File: config.mk
export PLATFORM = sky130hd
export DESIGN_NAME = pte_regs
export DESIGN_NICKNAME = d
export VERILOG_FILES = /design/src/include/pte_pkg.sv /design/src/logic/pte_wake_fsm.sv /design/src/logic/pte_regs.sv
export VERILOG_INCLUDE_DIRS = /design/src /design/src/include
export SDC_FILE = /design/constraint.sdc
export NUM_CORES = 1
export LEC_CHECK = 0
export BUFFER_PORTS_ARGS = -buffer_cell sky130_fd_sc_hd__buf_4
export CAP_MARGIN = 10
export CORE_MARGIN = 2
export CORE_UTILIZATION = 30
export DETAILED_ROUTE_END_ITERATION = 12
export GPL_TIMING_DRIVEN = 0
export PLACE_DENSITY = 0.56
export SLEW_MARGIN = 20
export SYNTH_ARGS = -nofsm -noshare
export SYNTH_HDL_FRONTEND = slang
export SYNTH_HIERARCHICAL = 1
export SYNTH_SLANG_ARGS = --single-unit
File: constraint.sdc
create_clock -name clk_sys -period 7.2 [get_ports clk_sys]
set_input_delay 1.08 -clock clk_sys [delete_from_list [all_inputs] [get_ports clk_sys]]
set_output_delay 1.08 -clock clk_sys [all_outputs]
set_load 0.02 [all_outputs]
File: src/include/pte_params.svh
`ifndef PTE_PARAMS_SVH
`define PTE_PARAMS_SVH
// bus shape
`define PTE_ADDR_W 5
`define PTE_DATA_W 16
`define PTE_DATA_ZERO 16'h0000
// register offsets
`define PTE_OFS_LINE_TEST 5'h1B
`define PTE_OFS_EXTRA_CTRL 5'h1C
`define PTE_OFS_WAKE 5'h1D
// line_test_and_selftest_ext fields
`define PTE_TALLY_HI 15
`define PTE_TALLY_LO 8
`define PTE_CTRL_HI 7
`define PTE_NONSTOP_BIT 5
`define PTE_PATT_EN_BIT 4
`define PTE_GAP_SEL_BIT 2
`define PTE_PSEL_HI 1
`define PTE_PSEL_LO 0
`define PTE_CTRL_RST 8'h00
`define PTE_TALLY_RST 8'h00
`define PTE_TALLY_MAX 8'hFF
`define PTE_TALLY_ONE 8'h01
// extra_phy_control fields
`define PTE_SOFT_RST_BIT 9
// wake_sense_control fields
`define PTE_WS_EN_BIT 15
`define PTE_WS_UP_BIT 14
`define PTE_WS_DOWN_BIT 13
`define PTE_WS_MAN_BIT 12
`define PTE_WS_BURST_BIT 11
`define PTE_WS_PWR_BIT 10
`define PTE_WS_ERRMET_BIT 9
`define PTE_WS_DATAMET_BIT 8
`define PTE_WS_ERRTH_HI 7
`define PTE_WS_ERRTH_LO 4
`define PTE_WS_DATTH_HI 3
`define PTE_WS_DATTH_LO 0
`define PTE_WS_AUTO_RST 1'b1
`define PTE_TH_RST 4'h1
`define PTE_CNT_W 4
`define PTE_CNT_MAX 4'hF
`define PTE_CNT_ZERO 4'h0
`define PTE_CNT_ONE 4'h1
// timing
`define PTE_CLK_HZ 100000000
`define PTE_CLK_NS 10
`define PTE_GAP_LONG_NS 15000
`define PTE_GAP_SHORT_NS 10000
`define PTE_GAP_LONG_CYC (`PTE_GAP_LONG_NS / `PTE_CLK_NS)
`define PTE_GAP_SHORT_CYC (`PTE_GAP_SHORT_NS / `PTE_CLK_NS)
`define PTE_GAP_W 11
`define PTE_GAP_ZERO 11'h000
`define PTE_GAP_ONE 11'h001
`define PTE_QUIET_S 2
`define PTE_QUIET_CYC (`PTE_QUIET_S * `PTE_CLK_HZ)
`define PTE_QUIET_W 28
`define PTE_QUIET_ZERO 28'h0000000
`define PTE_QUIET_ONE 28'h0000001
// pin synchroniser
`define PTE_SYNC_N 3
`endif

File: src/include/pte_pkg.sv
package pte_pkg;
	// energy detect power state
	typedef enum logic {
		ST_DOWN,
		ST_UP
	} pte_wake_state_e;
	// one received nibble from the self-test checker
	typedef struct packed {
		logic valid;
		logic error;
	} pte_nibble_s;
	// line driver test pattern controls
	typedef struct packed {
		logic enable;
		logic gap_long;
		logic [1:0] sel;
	} pte_patt_s;
	// line energy events from the receive front end
	typedef struct packed {
		logic data_evt;
		logic err_evt;
		logic energy;
	} pte_sense_s;
endpackage : pte_pkg

File: src/logic/pte_wake_fsm.sv
`include "pte_params.svh"
module pte_wake_fsm #(
	parameter int unsigned QUIET_CYC = `PTE_QUIET_CYC
) (
	input wire logic clk_sys, // system clock
	input wire logic rst_any, // srst or soft reset
	input wire logic enable, // energy detect allowed
	input wire logic auto_up, // automatic power up
	input wire logic auto_down, // automatic power down
	input wire logic manual, // one-cycle forced toggle
	input wire logic [3:0] data_th, // data event threshold
	input wire logic [3:0] err_th, // error event threshold
	input wire pte_pkg::pte_sense_s sense, // line events
	output logic power_up, // current power state
	output logic up_start, // power-up sequence start
	output logic down_start, // power-down sequence start
	output logic data_met, // data threshold reached pulse
	output logic err_met // error threshold reached pulse
);
	pte_pkg::pte_wake_state_e state_reg, state_next;
	logic [3:0] data_cnt_reg, data_cnt_next;
	logic [3:0] err_cnt_reg, err_cnt_next;
	logic [`PTE_QUIET_W-1:0] quiet_reg, quiet_next;
	wire quiet_done = (quiet_reg == `PTE_QUIET_W'(QUIET_CYC - 1));
	wire [3:0] data_inc = (data_cnt_reg == `PTE_CNT_MAX) ?
		data_cnt_reg : data_cnt_reg + `PTE_CNT_ONE;
	wire [3:0] err_inc = (err_cnt_reg == `PTE_CNT_MAX) ?
		err_cnt_reg : err_cnt_reg + `PTE_CNT_ONE;
	wire [3:0] data_now = sense.data_evt ? data_inc : data_cnt_reg;
	wire [3:0] err_now = sense.err_evt ? err_inc : err_cnt_reg;
	wire data_hit = enable & (data_now >= data_th);
	wire err_hit = enable & (err_now >= err_th);
	// state changes: manual wins over thresholds and timers
	wire go_up = enable & (state_reg == pte_pkg::ST_DOWN) &
		(manual | (auto_up & data_hit));
	wire go_down = enable & (state_reg == pte_pkg::ST_UP) &
		(manual | (auto_down & ~sense.energy));
	assign up_start = go_up;
	assign down_start = go_down;
	assign data_met = data_hit & sense.data_evt;
	assign err_met = err_hit & sense.err_evt;
	assign power_up = (state_reg == pte_pkg::ST_UP);

	// next state and event counters
	always_comb begin
		state_next = state_reg;
		if (go_up) begin
			state_next = pte_pkg::ST_UP;
		end else if (go_down) begin
			state_next = pte_pkg::ST_DOWN;
		end
		data_cnt_next = data_now;
		err_cnt_next = err_now;
		quiet_next = quiet_reg + `PTE_QUIET_ONE;
		case (state_next)
			pte_pkg::ST_UP: begin
				if (go_up) begin
					data_cnt_next = `PTE_CNT_ZERO;
					err_cnt_next = `PTE_CNT_ZERO;
				end
			end
			pte_pkg::ST_DOWN: begin
				if (go_down) begin
					data_cnt_next = `PTE_CNT_ZERO;
					err_cnt_next = `PTE_CNT_ZERO;
				end
			end
			default: begin
				state_next = pte_pkg::ST_DOWN;
			end
		endcase
		if (sense.data_evt) begin
			quiet_next = `PTE_QUIET_ZERO;
		end else if (quiet_done) begin
			quiet_next = `PTE_QUIET_ZERO;
			data_cnt_next = `PTE_CNT_ZERO;
			err_cnt_next = `PTE_CNT_ZERO;
		end
	end

	// state registers
	always_ff @(posedge clk_sys) begin
		if (rst_any) begin
			state_reg <= pte_pkg::ST_UP;
			data_cnt_reg <= `PTE_CNT_ZERO;
			err_cnt_reg <= `PTE_CNT_ZERO;
			quiet_reg <= `PTE_QUIET_ZERO;
		end else begin
			state_reg <= state_next;
			data_cnt_reg <= data_cnt_next;
			err_cnt_reg <= err_cnt_next;
			quiet_reg <= quiet_next;
		end
	end
endmodule : pte_wake_fsm

File: src/logic/pte_regs.sv
// What this block does
// - count errored self-test nibbles in upper byte
// - clear error tally on each self-test restart
// - error tally saturates at maximum, never wraps
// - nonstop bit gives unbroken pseudo-random self-test
// - enable bit starts the 10M pattern generator
// - gap select: 15 us set, 10 us clear
// - select picks data/marker0, data/marker1, pulses, tone
// - soft reset clears logic, keeps registers, self-clears
// - other extra control bits ignore writes, read zero
// - wake enable resets from strap, software writable
// - auto wake powers up at data threshold
// - auto sleep powers down without line energy
// - manual bit forces power change, self-clears
// - event counters reset after two quiet seconds
// - jabber guard bit disables jabber, 10M only
//
// The strobed register port is this design's own decision.
`include "pte_params.svh"
module pte_regs #(
	parameter int unsigned QUIET_CYC = `PTE_QUIET_CYC
) (
	input wire logic clk_sys, // system clock, 100 MHz
	input wire logic srst, // synchronous reset, high
	input wire logic [`PTE_ADDR_W-1:0] reg_addr, // register address
	input wire logic [`PTE_DATA_W-1:0] reg_wdata, // write data
	input wire logic reg_wr, // write strobe
	input wire logic reg_rd, // read strobe
	output logic [`PTE_DATA_W-1:0] reg_rdata, // read data, next cycle
	input wire logic selftest_run, // main self-test running
	input wire pte_pkg::pte_nibble_s rx_nibble, // checked nibble
	output logic selftest_nonstop_mode, // nonstop self-test active
	output pte_pkg::pte_patt_s patt_ctrl, // pattern generator setup
	output logic patt_seq_start, // start one test sequence
	input wire logic patt_seq_done, // test sequence finished
	input wire logic jabber_guard_off, // jabber disable control
	input wire logic link_is_10m, // link runs 10BASE-T
	output logic jabber_active, // jabber function in force
	input wire logic wake_sense_strap, // strap pin for enable
	input wire pte_pkg::pte_sense_s line_sense, // energy events
	output logic wake_power_up, // energy detect powered up
	output logic wake_up_start, // power-up sequence pulse
	output logic wake_down_start, // power-down sequence pulse
	output logic device_soft_reset // soft reset pulse to core
);
	// address decode helper
	function automatic logic addr_hit(
		input logic [`PTE_ADDR_W-1:0] a,
		input logic [`PTE_ADDR_W-1:0] ofs
	);
		addr_hit = (a == ofs);
	endfunction : addr_hit

	logic [7:0] ctrl_reg, ctrl_next;
	logic [7:0] tally_reg, tally_next;
	logic run_d_reg;
	logic soft_rst_reg;
	logic nonstop_reg;
	logic ws_en_reg, ws_en_next;
	logic ws_up_reg, ws_down_reg, ws_burst_reg;
	logic ws_man_reg;
	logic [3:0] ws_errth_reg, ws_datth_reg;
	logic ws_errmet_reg, ws_errmet_next;
	logic ws_datmet_reg, ws_datmet_next;
	logic strap_taken_reg;
	logic [`PTE_SYNC_N-1:0] strap_sync_reg;
	logic [`PTE_DATA_W-1:0] rdata_reg, rdata_next;
	logic seq_busy_reg, seq_busy_next;
	logic [`PTE_GAP_W-1:0] gap_reg, gap_next;
	logic rst_core;
	logic data_met_evt, err_met_evt;

	// register select strobes
	wire wr_line = reg_wr & addr_hit(reg_addr, `PTE_OFS_LINE_TEST);
	wire wr_extra = reg_wr & addr_hit(reg_addr, `PTE_OFS_EXTRA_CTRL);
	wire wr_wake = reg_wr & addr_hit(reg_addr, `PTE_OFS_WAKE);
	wire rd_line = reg_rd & addr_hit(reg_addr, `PTE_OFS_LINE_TEST);
	wire rd_extra = reg_rd & addr_hit(reg_addr, `PTE_OFS_EXTRA_CTRL);
	wire rd_wake = reg_rd & addr_hit(reg_addr, `PTE_OFS_WAKE);

	// core logic reset: hard reset or software soft reset
	// one-cycle pulse, so the bus is usable right after
	assign rst_core = srst | soft_rst_reg;
	assign device_soft_reset = soft_rst_reg;

	// strap pin synchroniser, stage 0 feeds stage 1 only
	// stage 0 may go metastable, nothing else reads it
	always_ff @(posedge clk_sys) begin
		strap_sync_reg[0] <= wake_sense_strap;
	end
	genvar gi;
	generate
		for (gi = 1; gi < `PTE_SYNC_N; gi++) begin : g_sync
			always_ff @(posedge clk_sys) begin
				strap_sync_reg[gi] <= strap_sync_reg[gi-1];
			end
		end
	endgenerate
	wire strap_agree = (strap_sync_reg[1] == strap_sync_reg[2]);
	wire strap_level = strap_sync_reg[2];

	// test control byte: all low bits are plain read-write
	assign ctrl_next = wr_line ? reg_wdata[`PTE_CTRL_HI:0] : ctrl_reg;

	// self-test restart is the rising edge of the run level
	// a restart beside a bad nibble still clears the tally
	wire run_rise = selftest_run & ~run_d_reg;
	wire nib_bad = selftest_run & rx_nibble.valid & rx_nibble.error;
	wire tally_full = (tally_reg == `PTE_TALLY_MAX);
	assign tally_next = run_rise ? `PTE_TALLY_RST :
		(nib_bad & ~tally_full) ? tally_reg + `PTE_TALLY_ONE :
		tally_reg;

	// test control register
	always_ff @(posedge clk_sys) begin
		if (srst) begin
			ctrl_reg <= `PTE_CTRL_RST;
		end else begin
			ctrl_reg <= ctrl_next;
		end
	end

	// tally is device state, cleared by soft reset too
	always_ff @(posedge clk_sys) begin
		if (rst_core) begin
			tally_reg <= `PTE_TALLY_RST;
			run_d_reg <= 1'b0;
			nonstop_reg <= 1'b0;
		end else begin
			tally_reg <= tally_next;
			run_d_reg <= selftest_run;
			nonstop_reg <= ctrl_reg[`PTE_NONSTOP_BIT] & selftest_run;
		end
	end
	assign selftest_nonstop_mode = nonstop_reg;

	// pattern generator controls straight from the register
	assign patt_ctrl.enable = ctrl_reg[`PTE_PATT_EN_BIT];
	assign patt_ctrl.gap_long = ctrl_reg[`PTE_GAP_SEL_BIT];
	assign patt_ctrl.sel = ctrl_reg[`PTE_PSEL_HI:`PTE_PSEL_LO];

	// sequence spacing: gap counted from end of each sequence
	wire patt_en = ctrl_reg[`PTE_PATT_EN_BIT];
	wire [`PTE_GAP_W-1:0] gap_load = ctrl_reg[`PTE_GAP_SEL_BIT] ?
		`PTE_GAP_W'(`PTE_GAP_LONG_CYC) :
		`PTE_GAP_W'(`PTE_GAP_SHORT_CYC);
	wire gap_zero = (gap_reg == `PTE_GAP_ZERO);
	assign patt_seq_start = patt_en & ~seq_busy_reg & gap_zero;

	// sequencer next values
	// dropping the enable abandons a pending gap at once
	always_comb begin
		seq_busy_next = seq_busy_reg;
		gap_next = gap_reg;
		if (~patt_en) begin
			seq_busy_next = 1'b0;
			gap_next = `PTE_GAP_ZERO;
		end else if (patt_seq_start) begin
			seq_busy_next = 1'b1;
		end else if (seq_busy_reg & patt_seq_done) begin
			seq_busy_next = 1'b0;
			gap_next = gap_load;
		end else if (~gap_zero) begin
			gap_next = gap_reg - `PTE_GAP_ONE;
		end
	end

	// sequencer registers
	always_ff @(posedge clk_sys) begin
		if (rst_core) begin
			seq_busy_reg <= 1'b0;
			gap_reg <= `PTE_GAP_ZERO;
		end else begin
			seq_busy_reg <= seq_busy_next;
			gap_reg <= gap_next;
		end
	end

	// jabber only exists in 10BASE-T operation
	// guard input has no effect on a 100M link
	always_ff @(posedge clk_sys) begin
		if (rst_core) begin
			jabber_active <= 1'b0;
		end else begin
			jabber_active <= link_is_10m & ~jabber_guard_off;
		end
	end

	// soft reset bit: one-cycle pulse, then reads zero
	always_ff @(posedge clk_sys) begin
		if (srst) begin
			soft_rst_reg <= 1'b0;
		end else begin
			soft_rst_reg <= wr_extra & reg_wdata[`PTE_SOFT_RST_BIT];
		end
	end

	// wake enable: strap caught once after reset, then software
	// a write before the strap settles wins over the strap
	always_comb begin
		ws_en_next = ws_en_reg;
		if (wr_wake) begin
			ws_en_next = reg_wdata[`PTE_WS_EN_BIT];
		end else if (~strap_taken_reg & strap_agree) begin
			ws_en_next = strap_level;
		end
	end

	// clear-on-read met flags, a new event beats the read
	assign ws_errmet_next = err_met_evt | (ws_errmet_reg & ~rd_wake);
	assign ws_datmet_next = data_met_evt | (ws_datmet_reg & ~rd_wake);

	// wake sense register fields, kept over soft reset
	// thresholds come up at one event each
	always_ff @(posedge clk_sys) begin
		if (srst) begin
			ws_en_reg <= 1'b0;
			strap_taken_reg <= 1'b0;
			ws_up_reg <= `PTE_WS_AUTO_RST;
			ws_down_reg <= `PTE_WS_AUTO_RST;
			ws_burst_reg <= 1'b0;
			ws_errth_reg <= `PTE_TH_RST;
			ws_datth_reg <= `PTE_TH_RST;
		end else begin
			ws_en_reg <= ws_en_next;
			strap_taken_reg <= strap_taken_reg | strap_agree | wr_wake;
			if (wr_wake) begin
				ws_up_reg <= reg_wdata[`PTE_WS_UP_BIT];
				ws_down_reg <= reg_wdata[`PTE_WS_DOWN_BIT];
				ws_burst_reg <= reg_wdata[`PTE_WS_BURST_BIT];
				ws_errth_reg <= reg_wdata[`PTE_WS_ERRTH_HI:`PTE_WS_ERRTH_LO];
				ws_datth_reg <= reg_wdata[`PTE_WS_DATTH_HI:`PTE_WS_DATTH_LO];
			end
		end
	end

	// manual toggle and met flags are live state
	always_ff @(posedge clk_sys) begin
		if (rst_core) begin
			ws_man_reg <= 1'b0;
			ws_errmet_reg <= 1'b0;
			ws_datmet_reg <= 1'b0;
		end else begin
			ws_man_reg <= wr_wake & reg_wdata[`PTE_WS_MAN_BIT];
			ws_errmet_reg <= ws_errmet_next;
			ws_datmet_reg <= ws_datmet_next;
		end
	end

	// energy detect power state machine
	// state and counters restart on soft reset
	pte_wake_fsm #(
		.QUIET_CYC(QUIET_CYC)
	) u_wake (
		.clk_sys(clk_sys),
		.rst_any(rst_core),
		.enable(ws_en_reg),
		.auto_up(ws_up_reg),
		.auto_down(ws_down_reg),
		.manual(ws_man_reg),
		.data_th(ws_datth_reg),
		.err_th(ws_errth_reg),
		.sense(line_sense),
		.power_up(wake_power_up),
		.up_start(wake_up_start),
		.down_start(wake_down_start),
		.data_met(data_met_evt),
		.err_met(err_met_evt)
	);

	// read data words per register
	wire [`PTE_DATA_W-1:0] line_word = {tally_reg, ctrl_reg};
	wire [`PTE_DATA_W-1:0] extra_word =
		`PTE_DATA_W'(soft_rst_reg) << `PTE_SOFT_RST_BIT;
	wire [`PTE_DATA_W-1:0] wake_word = {ws_en_reg, ws_up_reg,
		ws_down_reg, ws_man_reg, ws_burst_reg, wake_power_up,
		ws_errmet_reg, ws_datmet_reg, ws_errth_reg, ws_datth_reg};

	// read mux, unmapped addresses read zero
	// strobes never overlap, so the priority is harmless
	always_comb begin
		rdata_next = `PTE_DATA_ZERO;
		if (rd_line) begin
			rdata_next = line_word;
		end else if (rd_extra) begin
			rdata_next = extra_word;
		end else if (rd_wake) begin
			rdata_next = wake_word;
		end
	end

	// read data stands one cycle after the strobe only
	// zero outside the slot keeps a shared bus quiet
	always_ff @(posedge clk_sys) begin
		if (srst) begin
			rdata_reg <= `PTE_DATA_ZERO;
		end else begin
			rdata_reg <= rdata_next;
		end
	end
	assign reg_rdata = rdata_reg;
endmodule : pte_regs

==> results of run 1 <==
## cells in the mapped netlist (all sizes together) (11+ instances only)
library cell    n  share of area [%]
nor2           57                4.7
mux2i          11                2.4
dfxtp         104                 46
xor2           20                3.8
a22o           15                2.9
nand4          12                2.1
inv            14                1.2
ha             13                3.6
nor3           12                1.5
and3           12                1.8
nand2          50                4.1
nand3          23                2.5
xnor2          14                2.7
a21oi          25                2.7
## stage by stage
stage                     utilization [%]  std cells  worst slack [ns]  instance area (µm²)
after detailed placement             34.9        743              2.91                 5240
after CTS                            36.7        758              2.90                 5510
after global routing                 36.7        758              2.70                 5510
after floorplan                         -        496              3.40                 4560
after global placement               34.9        743              2.91                 5240
final                                36.7        758              2.90                 5510
## cell type report
class | instances | area share, %
buffer | 18 | 1.82
clock buffer | 9 | 4.09
clock inverter | 6 | 0.817
inverter | 14 | 0.954
multi-input combinational | 360 | 42.2
sequential | 104 | 37.8
tap | 188 | 4.27
timing repair buffer | 59 | 8.04
## metal layers
metal | track usage (%) | up-vias | wire, µm
li1 | - | 1902 | -
met1 | 17.7 | 1782 | 5030
met2 | 21.8 | 59 | 4970
met3 | 2.68 | 11 | 454
met4 | 6.27 | 0 | 200
met5 | 0 | - | 0
## path summary, 6_finish.rpt
check | startpoint | to | depth (start not counted)
worst max-delay path | line_sense[2] | wake_up_start | 8
worst min-delay path | strap_sync_reg[0] | strap_sync_reg[1] | 0
worst max register to register | u_wake/data_cnt_reg[0] | u_wake/data_cnt_reg[0] | 9
worst min register to register | strap_sync_reg[0] | strap_sync_reg[1] | 0
## layout by cell type, fill, tap and decap left out, types with 5 or more instances in the layout
master and count:
nor2b_1 5, nand4_1 10, nor3b_1 7, clkbuf_1 9, ha_1 13, and3_1 11
nand2b_1 6, or3_1 7, and4_1 6, xor2_1 20, dfxtp_1 104, a31oi_1 8
a21oi_1 25, mux2i_1 11, o21ai_0 5, nor3_1 10, nand2_1 50, a22o_1 15
nor4_1 6, xnor2_1 14, buf_4 65, nor2_1 56, clkbuf_16 9, nand3b_1 8
nand3_1 23, inv_1 14
## report_power, final
group | internal, µW | total, µW | switching, µW
sequential | 583 | 590 | 6.88
combinational | 34.2 | 67.9 | 33.7
clock | 235 | 455 | 221
## cells by family after synthesis
| group | Yosys count |
|---|---|
| fa+ha+maj | 13 |
| simple gates | 227 |
| compound gates | 72 |
| buf+inv | 32 |
| xor+xnor | 34 |
| mux | 14 |
| flops | 104 |
==> metrics, run 1 <==
status finished, final reports clean; max-slew violation count 0; post-cts sizing count 0; Die Span X 127 µm; number of flip-flops in the largest register 28; crit path buf inv count 2; mux contribution to synthesized area 3.15%; Post-synth EDFFs 0; register area 2080 µm²; vias per inst ~5.0; synthesized cell area 4560 µm²; endpoints failing setup 0; sequential-to-total area share from yosys stat 45.6%; FF+latch count, synth roughly 100; syn avg cell area 9.20 µm²; H-tree depth 3; Startpoint Class input port; crit-path cells buf_4, nand2_1, mux2_2, ha_1, a21o_1, nand3_1, a31oi_1, buf_4; RSZ-0062 raised after global routing false; DRT iter0 DRCs around 180; Ant. Diodes 0; Max-Slew Margin vs Limit 35.9%; Compound-Gate Fraction of Synth Area 10.9%; clk slew on worst S/H paths 0.07 ns; CP max FO 10; vias in the first global route 3666; Post-Synthesis Cells 496; synth unique cells between 50 and 60; Worst-Margin Slew 0.957 ns; IO buf count roughly 60; CP required 6.12 ns; first-pass GRT wire length 17.8 mm; Layout Nets 614; maximum VDD drop 107 µV; crit path kind input port to primary output; cts bufs inserted 9; die extent in y 127 µm; maximum clock frequency 232 MHz; largest net degree at the start of global routing 18; flop-to-flop setup slack 4.50 ns; worst skew pair latency 0.35 ns; Largest delay share family, worst path compound AO/OA/AOI/OAI gates; synthesis-to-layout area growth 20.8%; CTS hold repair buffers 0; Max clock buf depth 2; Main synth FF type dfxtp_1; Root Buffer clkbuf_16; post-layout min period 4.30 ns; Congestion Overflow GR 0; total power about 1100 µW; GRT Total Usage 13.6%; post-DP HPWL 7.92 mm; ratio of cells with drive above 1 in the final layout 17.9%; RePlAce Congestion 0.766; area of the multi-input gates between 2000 and 2500 µm²; fillcell total 1546; max cap viols 0; Initial Utilization 30.3%; Period Utilization, post-route 59.8%; Hold Slack around 0.35 ns; # rows 45; type of destination of the critical path primary output; number of I/O pins 62; Detailed Routing Iterations Pass 1 4; async set-reset flop share out of synthesis 0%; Routed Antenna Nets 0; drt wl/cell 14.0 µm; Pwr per Cell Area 202 nW/µm²; post-synthesis adder-cell area fraction 3.57%; DR vias roughly 3.8k; Fin. Hold Viols 0; die area 16200 µm²; drt total wl about 11 mm; Synth Area in Simple Gates 26.8%; Sum Neg Setup Slack 0 ns; largest family of logic cells by synthesized area simple AND/OR/NAND/NOR gates; CTS tree yes; worst min path class register to register; CP max stage cell a31oi_1; cell mode on critical path buf_4; initial antenna violation count 0; Worst Skew 0.0118 ns; postcts setup bufs 0; Synth Area in XOR/XNOR 6.53%; LEAKAGE 0.00217 µW; Worst Path Arrival 3.22 ns; DRC 0; CTS Sinks 104; Core Footprint between 15000 and 20000 µm²; largest stage delay on the critical path 0.79 ns; synthesis warning total 6; synthesized net count around 540
Power figures use the tool's default switching activity.
==> run 2, diff against run 1 <==
--- a/config.mk
+++ b/config.mk
@@ -6,6 +6,7 @@
 export SDC_FILE = /design/constraint.sdc
 export NUM_CORES = 1
 export LEC_CHECK = 0
+export ABC_AREA = 1
 export BUFFER_PORTS_ARGS = -buffer_cell sky130_fd_sc_hd__buf_4
 export CAP_MARGIN = 10
 export CORE_MARGIN = 2
==> constraint.sdc (replaced) <==
create_clock -name clk_sys -period 4.2 [get_ports clk_sys]
set_input_delay 0.63 -clock clk_sys [delete_from_list [all_inputs] [get_ports clk_sys]]
set_output_delay 0.63 -clock clk_sys [all_outputs]
set_load 0.02 [all_outputs]
==> run 2 against run 1 <==
Flip-flop and latch count stayed put. Register-to-register slack worse by 2.6 ns. Global-route usage up 0.74 points. Clock power up 80%. Utilization shrank 0.38 points. Clock skew down 0.00051 ns. Critical path type is now register to primary output.
==> metrics, run 2 <==
Congestion Overflow GR 0 (unchanged); syn avg cell area 6.96 µm² (-24%); Worst Path Arrival 2.71 ns (-0.51 ns); Fin. Hold Viols 0 (unchanged); clk slew on worst S/H paths 0.07 ns (about the same); CTS tree yes; DRC 0 (unchanged); Max clock buf depth 2 (unchanged); drt total wl 12.6 mm (+19%); Max-Slew Margin vs Limit 57.4% (+21 points); max-slew violation count 0 (unchanged); IO buf count 58 (-1.7%); synth unique cells 35 (-38%); Core Footprint 17200 µm² (+15%); synthesis warning total 6 (unchanged); max cap viols 0 (unchanged); Synth area leaders dfxtp_1, nand2_1, nor2_1; largest net degree at the start of global routing 18 (unchanged); initial antenna violation count 0 (unchanged); Final WS setup 0.861 ns (-2.04 ns); Layout Nets 872 (+42%); type of destination of the critical path primary output; DRT iter0 DRCs 219 (+24%); endpoints failing setup 0 (unchanged); Sum Neg Setup Slack 0 ns (unchanged); postcts setup bufs 0 (unchanged); Post-synth EDFFs 0 (unchanged); synthesized cell area 5260 µm² (+15%); post-layout min period 3.34 ns; Pwr per Cell Area 313 nW/µm² (+55%); Main synth FF type dfxtp_1; worst min path class register to register; async set-reset flop share out of synthesis 0% (unchanged); Die Span X 136 µm (+7.1%); CTS Sinks 104 (unchanged); Initial Utilization 30.5% (+0.16 points); most common cell in the synthesized netlist nand2_1; Ant. Diodes 0 (unchanged); H-tree depth 3 (unchanged); Routed Antenna Nets 0 (unchanged); synthesized net count 803 (+48%); DR vias 4676 (+25%); synthesis-to-layout area growth 18.9%; post-cts sizing count 0 (unchanged); Detailed Routing Iterations Pass 1 6 (+2); dpl ws 0.898 ns (-2.01 ns); ratio of cells with drive above 1 in the final layout 17.0% (-0.87 points); CP max FO 9 (-1); LEAKAGE 0.00253 µW (+17%); maximum VDD drop 176 µV (+65%); status finished, final reports clean; most common cell after layout, fill and taps aside nand2_1; cts bufs inserted 9 (unchanged); crit path kind register to primary output; Post-Synthesis Cells 755 (+52%); most frequent cells in the layout nand2_1, nor2_1, dfxtp_1; Worst-Margin Slew 0.635 ns (-0.322 ns); post-DP HPWL 9.83 mm (+24%); Period Utilization, post-route 79.5%; CP required 3.57 ns (-2.55 ns); post-synth top area cell dfxtp_1; Startpoint Class register; number of flip-flops in the largest register 28 (unchanged); number of I/O pins 62 (unchanged); vias in the first global route 4384 (+20%); maximum clock frequency 299 MHz; first-pass GRT wire length 21.1 mm (+19%); total power 1960 µW (+76%); Root Buffer clkbuf_16; die extent in y 136 µm (+7.1%); Worst Skew 0.0112 ns (-0.000509 ns); synth cell count leaders nand2_1, nor2_1, dfxtp_1, inv_1, a21oi_1; RePlAce Congestion 0.850 (+11%); RSZ-0062 raised after global routing false; die area 18600 µm² (+15%); top cell type's share of synthesized area 39.6% (-6.0 points); CTS hold repair buffers 0 (unchanged); worst skew pair latency 0.36 ns (about the same); GRT Total Usage 14.3% (+0.74 points); drt wl/cell 12.0 µm (-15%); vias per inst 4.44 (-10%); FF+latch count, synth 104 (unchanged); sequential-to-total area share from yosys stat 39.6% (-6.0 points); # rows 48 (+6.7%)
-- run 2: cell count changes after synthesis, moves of 10 or more --
cell     before  now
a21oi_2       0   11
mux2i_1      11    0
a21oi_1      25   51
nor2_1       56  116
nand3_1      23   38
inv_1        14   92
nand2_1      50  197
and3_1       11    1
nand2_2       0   16
a22o_1       15    0
o21ai_0       5   20
xor2_1       20   10
-- run 2: final cells by class --
class / instances / area (µm²)
repair buffers: 58 / 435
clock buffers: 10 / 239
multi-input cells: 539 / 2680
flip-flops and latches: 104 / 2080
well taps: 225 / 282
clock inverters: 5 / 38.8
fillers: 1851 / 11000
inverters: 96 / 362
plain buffers: 16 / 131
-- run 2: path summary, 6_finish.rpt --
path	startpoint	endpoint	slack (ns)	cells after the start
setup / recovery	u_wake/data_cnt_reg[0]	wake_up_start	0.86	13
hold / removal	strap_sync_reg[0]	strap_sync_reg[1]	0.33	0
setup reg to reg	u_wake/err_cnt_reg[0]	ws_errmet_reg	1.88	15
hold reg to reg	strap_sync_reg[0]	strap_sync_reg[1]	0.33	0
-- run 2: report_power, final --
part           total [µW]  switching, µW  leakage, µW  internal, µW
combinational         130           73.7      0.00155          56.3
sequential           1010           11.8     0.000841           999
clock                 817            397     0.000135           420
-- run 2: stage by stage --
stage | instance area (µm²) | hold WS [ns] | std cells | utilization, %
2_1_floorplan | 5260 | 0.310 | 755 | -
5_1_grt | 6250 | 0.353 | 1053 | 36.3
3_3_place_gp | 5970 | 0.310 | 1038 | 34.7
3_5_place_dp | 5970 | 0.316 | 1038 | 34.7
4_1_cts | 6250 | 0.334 | 1053 | 36.3
6_report | 6250 | 0.332 | 1053 | 36.3
-- run 2: routing by layer --
layer | track usage (%) | vias to the layer above | wire length [µm]
met5 | 0 | - | 0
met4 | 4.80 | 0 | 197
met3 | 3.24 | 18 | 505
met2 | 23.0 | 70 | 5550
met1 | 19.0 | 2067 | 6370
li1 | - | 2521 | -
-- run 2: cells by family (layout without fill, tap and decap cells) --
logic type	count (synthesis)	in the layout	synth area share, %
buffers and inverters	112	185	9.38
flip-flops	104	104	39.6
AND/OR/NAND/NOR	414	414	34.8
adder cells (fa/ha/maj)	13	13	3.09
XOR/XNOR	17	17	2.83
AO/OA/AOI/OAI	95	95	10.3
-- run 2: worst max-delay path, cell delays in order (launching register included) --
cell	delay, ns
dfxtp_1	0.34
ha_1	0.21
nand2_1	0.08
nor2_1	0.04
o21ai_0	0.25
inv_1	0.09
ha_1	0.32
nand2_1	0.06
inv_1	0.04
nand2_1	0.04
nand3_1	0.09
nand3_1	0.11
a21oi_2	0.43
buf_4	0.25
